==> config.mk <==
export PLATFORM = sky130hd
export DESIGN_NAME = ptb_time_base
export DESIGN_NICKNAME = d
export VERILOG_FILES = /design/src/ptb_pkg.sv /design/src/ptb_time_base.sv
export SDC_FILE = /design/constraint.sdc
export NUM_CORES = 1
export LEC_CHECK = 0
export BUFFER_PORTS_ARGS = -buffer_cell sky130_fd_sc_hd__buf_4
export CORE_MARGIN = 2
export CORE_UTILIZATION = 45
export DETAILED_ROUTE_END_ITERATION = 10
export PLACE_DENSITY_LB_ADDON = 0.1
export SLEW_MARGIN = 20
export SYNTH_ARGS = -nofsm -noshare
export SYNTH_HDL_FRONTEND = slang
export SYNTH_SLANG_ARGS = --single-unit
==> constraint.sdc <==
create_clock -name REF_CLK -period 5.6 [get_ports REF_CLK]
set_clock_uncertainty 0.2 [all_clocks]
set_input_delay 0.56 -clock REF_CLK [delete_from_list [all_inputs] [get_ports REF_CLK]]
set_output_delay 0.56 -clock REF_CLK [all_outputs]
set_load 0.03 [all_outputs]
==> src/ptb_pkg.sv <==
// Package with constants and types for the PWM time base.
package ptb_pkg;

  // ****************************************************************
  // Register map (byte addresses on APB).
  // ****************************************************************
  localparam logic [7:0] PTB_ADDR_CONTROL = 8'h00;
  localparam logic [7:0] PTB_ADDR_COUNT = 8'h04;
  localparam logic [7:0] PTB_ADDR_PERIOD = 8'h08;
  localparam logic [7:0] PTB_ADDR_ACTIVE = 8'h0C;

  // ****************************************************************
  // Control and count register fields.
  // ****************************************************************
  localparam int PTB_EN_BIT = 15;
  localparam int PTB_OPS_LSB = 4;
  localparam int PTB_CKPS_LSB = 2;
  localparam int PTB_MOD_LSB = 0;
  localparam int PTB_DIR_BIT = 15;

  // ****************************************************************
  // Reset values and fixed figures.
  // ****************************************************************
  localparam logic [14:0] PTB_COUNT_RST = 15'h0000;
  localparam logic [14:0] PTB_PERIOD_RST = 15'h0000;
  localparam logic [14:0] PTB_ZERO = 15'h0000;
  localparam logic [1:0] PTB_QUARTER_MAX = 2'h3;

  // ****************************************************************
  // Counting modes and prescale choices.
  // ****************************************************************
  typedef enum logic [1:0] {
    PTB_FREE = 2'h0,
    PTB_SINGLE = 2'h1,
    PTB_UPDOWN = 2'h2,
    PTB_DOUBLE = 2'h3
  } ptb_mode_t;

  localparam logic [5:0] PTB_PRE_1 = 6'h00;
  localparam logic [5:0] PTB_PRE_4 = 6'h03;
  localparam logic [5:0] PTB_PRE_16 = 6'h0F;
  localparam logic [5:0] PTB_PRE_64 = 6'h3F;

endpackage : ptb_pkg

==> src/ptb_time_base.sv <==
// PWM time base with prescaler, postscaler and APB registers.
`timescale 1ns/100ps
`default_nettype none

// Functional notes
// RULE_01 - 15-bit counter, prescaled input, postscaled match.
// RULE_02 - Count bit 15 reads direction, one down.
// RULE_03 - Enable starts; clearing keeps count value.
// RULE_04 - Match: next tick resets or reverses.
// RULE_05 - Zero period: stopped, no events.
// RULE_06 - Zero active period blocks reload until disabled.
// RULE_07 - Two-bit mode field selects four modes.
// RULE_08 - Free running: up, reset, continue.
// RULE_09 - Free running: event per reset, postscaled.
// RULE_10 - Single shot: reset at match, clear enable.
// RULE_11 - Single shot: one event, no postscale.
// RULE_12 - Up/down: reverse at match, direction set.
// RULE_13 - Up/down: event at zero, postscaled.
// RULE_14 - Double update: events zero and match.
// RULE_15 - Software avoids period of one.
// RULE_16 - Input clock is ref/4 then prescaled.
// RULE_17 - Prescaler cleared by count/control writes, reset.
// RULE_18 - Four-bit postscaler, ratios one to sixteen.
// RULE_19 - Postscaler cleared by count/control writes, reset.
// RULE_20 - Period double buffered, loaded at cycle boundaries.
// RULE_21 - Postscaled event is one-cycle pulse.
module ptb_time_base
  import ptb_pkg::*;
#(
  parameter int CW = 15
) (
  // Clock and reset.
  input wire logic REF_CLK,
  input wire logic RST,
  // APB slave.
  input wire logic PSEL,
  input wire logic PENABLE,
  input wire logic PWRITE,
  input wire logic [7:0] PADDR,
  input wire logic [31:0] PWDATA,
  output logic [31:0] PRDATA,
  output logic PREADY,
  output logic PSLVERR,
  // Time base outputs to comparators and interrupt controller.
  output logic [CW-1:0] COUNT_VALUE,
  output logic COUNT_DIRECTION,
  output logic PERIOD_MATCH,
  output logic TIME_BASE_EVENT
);

  // ****************************************************************
  // Bus decode.
  // ****************************************************************
  logic wr_en;
  logic wr_ctl;
  logic wr_cnt;
  logic wr_per;
  logic mapped;
  assign wr_en = PSEL && PENABLE && PWRITE;
  assign wr_ctl = wr_en && (PADDR == PTB_ADDR_CONTROL);
  assign wr_cnt = wr_en && (PADDR == PTB_ADDR_COUNT);
  assign wr_per = wr_en && (PADDR == PTB_ADDR_PERIOD);
  assign mapped = (PADDR == PTB_ADDR_CONTROL) ||
                  (PADDR == PTB_ADDR_COUNT) ||
                  (PADDR == PTB_ADDR_PERIOD) ||
                  (PADDR == PTB_ADDR_ACTIVE);
  assign PREADY = 1'b1;
  assign PSLVERR = PSEL && PENABLE && !mapped;

  // ****************************************************************
  // State.
  // ****************************************************************
  logic time_base_enable_q;
  logic [3:0] postscale_select_q;
  logic [1:0] prescale_select_q;
  ptb_mode_t counting_mode_select_q;
  logic [CW-1:0] time_base_count_q;
  logic count_direction_status_q;
  logic [CW-1:0] period_buf_q;
  logic [CW-1:0] time_base_period_q;
  logic [1:0] quarter_q;
  logic [5:0] pre_q;
  logic [3:0] post_q;
  logic match_q;
  logic event_q;

  // ****************************************************************
  // Tick generation.
  // ****************************************************************
  logic [5:0] pre_lim;
  logic tick;
  logic per_zero;
  logic at_match;
  logic at_zero;
  always_comb begin
    case (prescale_select_q) // RULE_16
      2'h0: pre_lim = PTB_PRE_1;
      2'h1: pre_lim = PTB_PRE_4;
      2'h2: pre_lim = PTB_PRE_16;
      default: pre_lim = PTB_PRE_64;
    endcase
  end
  assign per_zero = (time_base_period_q == PTB_ZERO);
  // The count advances only on a prescaled quarter-rate tick.
  assign tick = time_base_enable_q && !per_zero && // RULE_05
                (quarter_q == PTB_QUARTER_MAX) && (pre_q == pre_lim); // RULE_16
  assign at_match = (time_base_count_q == time_base_period_q); // RULE_04
  assign at_zero = (time_base_count_q == PTB_ZERO);

  // Quarter divider models the oscillator divided by four.
  always_ff @(posedge REF_CLK) begin
    if (RST || wr_cnt || wr_ctl) begin
      quarter_q <= 2'h0;
    end else begin
      quarter_q <= quarter_q + 2'h1; // RULE_16
    end
  end

  always_ff @(posedge REF_CLK) begin
    if (RST || wr_cnt || wr_ctl) begin
      pre_q <= 6'h00; // RULE_17
    end else if (time_base_enable_q && quarter_q == PTB_QUARTER_MAX) begin
      pre_q <= (pre_q == pre_lim) ? 6'h00 : pre_q + 6'h01;
    end
  end

  // ****************************************************************
  // Counter and direction.
  // ****************************************************************
  logic raw_event;
  logic post_mode;
  logic rev_up;
  logic rev_down;
  assign post_mode = (counting_mode_select_q == PTB_FREE) ||
                     (counting_mode_select_q == PTB_UPDOWN);
  assign rev_down = tick && count_direction_status_q == 1'b0 && at_match &&
                    counting_mode_select_q[1];
  assign rev_up = tick && count_direction_status_q && at_zero &&
                  counting_mode_select_q[1];

  always_ff @(posedge REF_CLK) begin
    if (RST) begin
      time_base_count_q <= PTB_COUNT_RST;
      count_direction_status_q <= 1'b0;
    end else if (wr_cnt) begin
      time_base_count_q <= PWDATA[CW-1:0];
    end else if (tick) begin
      if (!counting_mode_select_q[1]) begin
        count_direction_status_q <= 1'b0;
        if (at_match) begin
          time_base_count_q <= PTB_ZERO; // RULE_08 RULE_10
        end else begin
          time_base_count_q <= time_base_count_q + 1'b1;
        end
      end else if (!count_direction_status_q) begin
        if (at_match) begin
          count_direction_status_q <= 1'b1; // RULE_12
          time_base_count_q <= time_base_count_q - 1'b1;
        end else begin
          time_base_count_q <= time_base_count_q + 1'b1;
        end
      end else begin
        if (at_zero) begin
          count_direction_status_q <= 1'b0;
          time_base_count_q <= time_base_count_q + 1'b1;
        end else begin
          time_base_count_q <= time_base_count_q - 1'b1;
        end
      end
    end
  end

  // ****************************************************************
  // Control register.
  // ****************************************************************
  always_ff @(posedge REF_CLK) begin
    if (RST) begin
      time_base_enable_q <= 1'b0;
      postscale_select_q <= 4'h0;
      prescale_select_q <= 2'h0;
      counting_mode_select_q <= PTB_FREE;
    end else if (wr_ctl) begin
      time_base_enable_q <= PWDATA[PTB_EN_BIT]; // RULE_03
      postscale_select_q <= PWDATA[PTB_OPS_LSB +: 4]; // RULE_18
      prescale_select_q <= PWDATA[PTB_CKPS_LSB +: 2];
      counting_mode_select_q <= ptb_mode_t'(PWDATA[PTB_MOD_LSB +: 2]); // RULE_07
    end else if (tick && at_match && counting_mode_select_q == PTB_SINGLE) begin
      time_base_enable_q <= 1'b0; // RULE_10
    end
  end

  // ****************************************************************
  // Period double buffer.
  // ****************************************************************
  logic load_per;
  assign load_per = !time_base_enable_q || // RULE_20
                    (!per_zero && tick && // RULE_06
                     ((!counting_mode_select_q[1] && at_match) || rev_up));
  always_ff @(posedge REF_CLK) begin
    if (RST) begin
      period_buf_q <= PTB_PERIOD_RST;
    end else if (wr_per) begin
      period_buf_q <= PWDATA[CW-1:0];
    end
  end
  always_ff @(posedge REF_CLK) begin
    if (RST) begin
      time_base_period_q <= PTB_PERIOD_RST;
    end else if (load_per) begin
      time_base_period_q <= period_buf_q; // RULE_20
    end
  end

  // ****************************************************************
  // Events and postscaler.
  // ****************************************************************
  always_comb begin
    case (counting_mode_select_q)
      PTB_FREE: raw_event = tick && at_match; // RULE_09
      PTB_SINGLE: raw_event = tick && at_match; // RULE_11
      PTB_UPDOWN: raw_event = rev_up; // RULE_13
      PTB_DOUBLE: raw_event = rev_up || rev_down; // RULE_14
      default: raw_event = 1'b0;
    endcase
  end

  always_ff @(posedge REF_CLK) begin
    if (RST || wr_cnt || wr_ctl) begin
      post_q <= 4'h0; // RULE_19
    end else if (raw_event && post_mode) begin
      post_q <= (post_q == postscale_select_q) ? 4'h0 : post_q + 4'h1;
    end
  end

  always_ff @(posedge REF_CLK) begin
    if (RST) begin
      event_q <= 1'b0;
      match_q <= 1'b0;
    end else begin
      event_q <= raw_event && (!post_mode || // RULE_21
                 post_q == postscale_select_q); // RULE_18
      match_q <= tick && at_match; // RULE_01
    end
  end

  // ****************************************************************
  // Outputs and read data.
  // ****************************************************************
  assign COUNT_VALUE = time_base_count_q;
  assign COUNT_DIRECTION = count_direction_status_q;
  assign PERIOD_MATCH = match_q;
  assign TIME_BASE_EVENT = event_q;

  always_ff @(posedge REF_CLK) begin
    if (RST) begin
      PRDATA <= 32'h0000_0000;
    end else if (PSEL && !PENABLE && !PWRITE) begin
      case (PADDR)
        PTB_ADDR_CONTROL: PRDATA <= {16'h0000, time_base_enable_q, 7'h00,
          postscale_select_q, prescale_select_q, counting_mode_select_q};
        PTB_ADDR_COUNT: PRDATA <= {16'h0000, count_direction_status_q, // RULE_02
          time_base_count_q};
        PTB_ADDR_PERIOD: PRDATA <= {17'h0_0000, period_buf_q};
        PTB_ADDR_ACTIVE: PRDATA <= {17'h0_0000, time_base_period_q};
        default: PRDATA <= 32'h0000_0000;
      endcase
    end
  end

endmodule // ptb_time_base

`default_nettype wire

After elaboration in Yosys (flattened, before gate mapping)
Cells that the tools add are included.
- flip-flop bits (word level): 101
- input bits: 45
- output and inout bits: 52
- logic and storage cells: 102
- $add $sub $neg: 5
- eq/ne operators: 12
- mux-type cells: 18
- bitwise logic cells: 2
- reductions and logical operators: 51
- operators by type and width (kind ; count):
    15-bit two-way mux ; 7
    16-bit one-hot mux with 4 select lines ; 1
    15-bit logical NOT ; 2
    1-bit logical AND ; 25
    6-bit one-hot mux with 3 select lines ; 1
    8-bit by 4-bit == test with 1-bit output (second input constant) ; 2
    15-bit by 1-bit adder with 15-bit output (second input constant) ; 1
    15-bit == test ; 1
    15-bit by 1-bit subtractor with 15-bit output (second input constant) ; 1
    1-bit logical OR ; 10
    2-bit == test (second input constant) ; 4
    8-bit by 3-bit == test with 1-bit output (second input constant) ; 1
    8-bit logical NOT ; 1
    1-bit logical NOT ; 7
    6-bit by 1-bit adder with 6-bit output (second input constant) ; 1
    6-bit == test ; 1
    1-bit two-way mux ; 6
    6-bit two-way mux ; 1
    4-bit by 1-bit adder with 4-bit output (second input constant) ; 1
    2-bit by 1-bit == test with 1-bit output (second input constant) ; 2
    4-bit == test ; 1
    2-bit logical NOT ; 2
    4-bit two-way mux ; 1
    2-bit nonzero test ; 2
    other kinds (5) ; 6

Depth between registers and ports, before layout
- depth in word-level cells: 11
- mapped depth: 11
- depth with buffers taken out: 9

Worst setup path before layout
OpenSTA, ideal clock, no wires.
- path kind: register to register
- start: register time_base_count_q[0], in the netlist COUNT_VALUE[0]
- end: register post_q[3]
- library setup time: 70 ps
- arrival time: 2715 ps
- data required time: 5330 ps
- path slack: 2615 ps
- stages on the path, launching flop included: 11
- path buffers: 1
- clock period less this slack: 2985 ps
- path through: dfxtp_1 > buf_6 > inv_1 > ha_1 > or3b_1 > nor4_4 > and2_1 > a22oi_2 > or3_4 > or4_1 > a21oi_1
- cells in the longest elaborated chain, start to end: 6
- elaborated cells on any way between the ends: 10
- those cells by class: eq/ne: 1; mux: 1; reduce/logical: 8
- ends and longest elaborated chain (item ; RTL line ; text):
    start, declared ; ptb_time_base.sv:77 ; logic [CW-1:0] time_base_count_q;
    start signal, assigned ; ptb_time_base.sv:146 ; time_base_count_q <= PWDATA[CW-1:0];
    start signal, assigned ; ptb_time_base.sv:153 ; time_base_count_q <= time_base_count_q + 1'b1;
    start signal, assigned ; ptb_time_base.sv:158 ; time_base_count_q <= time_base_count_q - 1'b1;
    15-bit == test / 15-bit logical NOT (equally long branches) ; ptb_time_base.sv:107, ptb_time_base.sv:108 ;
    1-bit logical AND, on equally long branches (2 in a row) ; ptb_time_base.sv:136, ptb_time_base.sv:138 ;
    1-bit logical OR ; ptb_time_base.sv:222 ; PTB_DOUBLE: raw_event = rev_up || rev_down;
    1-bit one-hot mux with 3 select lines * ; ptb_time_base.sv:218 ; case (counting_mode_select_q)
    1-bit logical AND * ; ptb_time_base.sv:230 ; end else if (raw_event && post_mode) begin
    end signal, assigned ; ptb_time_base.sv:231 ; post_q <= (post_q == postscale_select_q) ? 4'h0 : post_q + 4'h1;
    end, declared ; ptb_time_base.sv:83 ; logic [3:0] post_q;
Mark *: on every way between the ends. The rest lies on a longest branch, timed or not.
A chain may end at the register's enable or synchronous reset.

Final worst setup path
Ends and elaborated chain as after synthesis.

==> flow_summary.yaml <==
status:
  outcome: "finished clean"
synthesis:
  synth_cell_type_count: 63
  synth_enable_flop_cells: 0
  yosysSeqAreaShare: 0.348
  syn_area_per_cell_um2: 8.30
  proportion_of_synthesized_flip_flops_having_asynchronous_set_or_reset: 0
  synth_flop_cell: "dfxtp_1"
  synth-seq-cells: 85
  syn_area_um2: 4890
  synthCells: 589
  number_of_warning_messages_in_the_yosys_log: 0
timing:
  unrepaired_setup_endpoints_after_global_routing: "no"
  finalWorstPathRequiredPeriod_ns: 3.51
  finalSetupTns_ns: 0
  setup_viol: 0
  fmax_mhz: 285
  period_share: 0.627
  slew_viol_final: 0
  finalHoldViolCount: 0
  timing_worst_slew_pin_value_ns: 1.11
  setup_ws_ns: 2.09
  slew_headroom: 0.261
placement:
  io_buffers: 63
  place.gp.congestion: 0.832
  dp.final_hpwl_um: 9240
  place_ws_ns: 1.99
  post_dp_cell_area_um2: 5280
clock_tree:
  holdBufCountCts: 0
  cts_resized: 0
  cts.clk_slew.worst_paths_ns: 0.08
  insertion_delay_ns: 0.36
  clock-sinks: 85
  cts_setup_buffers: 0
  root_buffer_selected_by_cts: "clkbuf_8"
  clockBufferDepth: 2
  cts_tree: "built"
  ctsHtreeMaxLevel: 3
  cts_inserted_buffers: 9
drt:
  drt_iter0_markers: 338
  detailedRoute.firstPassIterationCount: 5
  drt-vias-per-instance: 5.72
  final_antenna_net_count: 0
  wl_per_cell_um: 17.6
  via_count: 4345
  finalWirelength_um: 13400
  route.detailed.drc: 0
setup_path:
  crit_family: "simple AND/OR/NAND/NOR gates"
  crit_chain: "inv_1, ha_1, or3b_1, nor4_4, and2_1, a22oi_2, or3_4, or4_1, a21oi_1"
  path_buf_inv: 1
  worstPathRequired_ns: 5.70
  critPathSlowestCell: "and2_1"
  timing_worst_setup_path_type: "reg2reg"
  cp_slowest_stage_delay_ns: 0.49
  critical_path.endpoint_type: "register"
  critPathArrivalTime_ns: 3.61
  cp_max_fo: 11
  start_kind: "register"
final_layout:
  areaGrowthSynthToFinish_pct: 11.5
  layout.cell_area.non_filler_um2: 5450
  num-nets-final: 665
  layout-drive-gt1-share: 0.169
  diodes: 0
power:
  internal-power_mw: 0.800
  p_comb_frac: 0.063
  power.share.clock: 0.371
  leakagePower_nw: 2.28
  powerDensity_nw_per_um2: 196
  ir_worst_vdd_uv: 89.9
  switching_share: 0.252
  seq_pwr_share: 0.566
  post-layout-total-power_mw: 1.07
  p_sw_mw: 0.270
die:
  io_pins: 97
  fp.dieH_um: 108
  design.core.area_um2: 10700
  dieArea_um2: 11700
  rows: 38
  floorplan.die.width_um: 108
  initial_utilization: 0.457
grt:
  antenna_found_initial: 0
  grt_pass1_wl_um: 21400
  grt_pass1_vias: 3995
  overflow: 0
  grt_start_max_net_pins: 80
  globalRouteTotalUtil: 0.236
worst_hold_path:
  path_class_of_the_lowest_slack_min_delay_path: "in2reg"
flow_run:
  maxCapViolCount: 0
## kinds of logic (layout without fill, tap and decap cells)
group                      Yosys count  count (layout)  synth area share
and+or+nand+nor                    235             235             0.241
AOI/OAI and AO/OA                  116             116             0.159
DFF                                 85              85             0.348
buffers and inverters               72              88            0.0734
muxes                               39              39             0.102
xor gates and xnor gates            35              35            0.0627
adders and majority gates            5               5            0.0128
other                                2              17           0.00154
## cell usage in the layout (no fill, tap or decap), types with 3 or more instances in the layout
cell and n:
mux4_2 8, or3_1 6, xnor2_1 10, mux2i_1 24, a31oi_1 7, o21bai_1 4, dfxtp_1 85, nand2_1 53
and3_1 9, or2_2 4, a211oi_1 5, buf_4 66, nand4_1 9, a2bb2oi_1 3, a21oi_1 35, nor2_1 76
nand2b_1 4, clkbuf_1 3, and2_1 11, nand3_1 11, clkbuf_8 10, ha_1 5, nor3_1 12, conb_1 17
o21ai_0 16, inv_1 6, a22oi_1 17, or4_1 10, a22o_1 7, xor2_1 25, mux2_2 7, nor4_1 15
## power by group through the flow
stage | combinational (mW) | sequential [mW] | clock [mW]
floorplan | 0.0500 | 0.620 | 0
global placement | 0.0668 | 0.620 | 0
detailed placement | 0.0672 | 0.620 | 0
CTS | 0.0674 | 0.606 | 0.407
global route | 0.0723 | 0.606 | 0.431
finish | 0.0673 | 0.606 | 0.397
## routing by layer
layer / GRT usage / part of all wire
met5: 0 / 0
met4: 0.0852 / 0.013
met3: 0.0235 / 0.050
met2: 0.372 / 0.46
met1: 0.337 / 0.48
## final cells by class
cell class	count	area, um2
clock inverter	3	21.3
clock buffer	13	149
inverter	6	22.5
fill	1095	5250
sequential	85	1700
tap	140	175
timing repair buffer	66	495
multi-input combinational	447	2890
## worst min-delay path: stages
cell and delay, ns:
buf_4 0.08, a21oi_1 0.05, nor2_1 0.07
## worst paths after layout
kind,startpoint,endpoint,slack [ns],cells past startpoint
hold / removal,PWDATA[15],time_base_enable_q$_SDFFE_PP0P_,0.23,3
hold reg to reg,quarter_q[0]$_SDFF_PP0_,quarter_q[0]$_SDFF_PP0_,0.23,1
setup reg to reg,COUNT_VALUE[0]$_SDFFE_PP0P_,post_q[3]$_SDFFE_PP0P_,2.09,9
setup / recovery,COUNT_VALUE[0]$_SDFFE_PP0P_,post_q[3]$_SDFFE_PP0P_,2.09,9
## stage by stage
stage / instances / hold slack (ns) / utilization
floorplan: 604 / 0.199 / -
global placement: 744 / 0.208 / 0.494
detailed placement: 744 / 0.217 / 0.494
CTS: 760 / 0.217 / 0.510
global route: 760 / 0.248 / 0.510
finish: 760 / 0.225 / 0.510
## sequential cells by signal, summed over array words and instances (netlist names), 2 cells and up
name,count
period_buf_q,15
prescale_select_q,2
time_base_period_q,15
COUNT_VALUE,15
PRDATA,16
post_q,4
quarter_q,2
postscale_select_q,4
counting_mode_select_q,2
pre_q,6
## synth_stat cells (2+ instances only)
cell type,n,area [um2]
o21ai_0,16,80.1
or2_2,4,25.0
o41ai_1,2,17.5
ha_1,5,62.6
a21boi_0,2,15.0
nand2b_1,4,25.0
nor2b_1,2,12.5
mux4_2,8,180
mux2i_1,24,240
a21o_1,2,15.0
a31oi_1,7,43.8
nand4_1,9,56.3
and4_1,2,17.5
a221oi_1,2,17.5
a22oi_1,17,128
or3_1,6,37.5
nor4_1,15,93.8
nor3_1,12,60.1
or4_1,10,75.1
mux2_2,7,78.8
nor2_1,76,285
a22o_1,7,61.3
dfxtp_1,85,1700
a211oi_1,5,37.5
buf_2,5,25.0
a2bb2oi_1,3,26.3
and2_1,11,68.8
nor4b_1,2,17.5
xor2_1,25,219
o21a_1,2,15.0
o21bai_1,4,30.0
buf_1,2,7.51
nand3_1,11,55.1
a21oi_1,35,175
buf_4,18,135
xnor2_1,10,87.6
buf_6,2,22.5
inv_1,6,22.5
nand2_1,53,199
clkbuf_1,39,146
and3_1,9,56.3
conb_1,2,7.51
(Power assumes the default switching activity.)
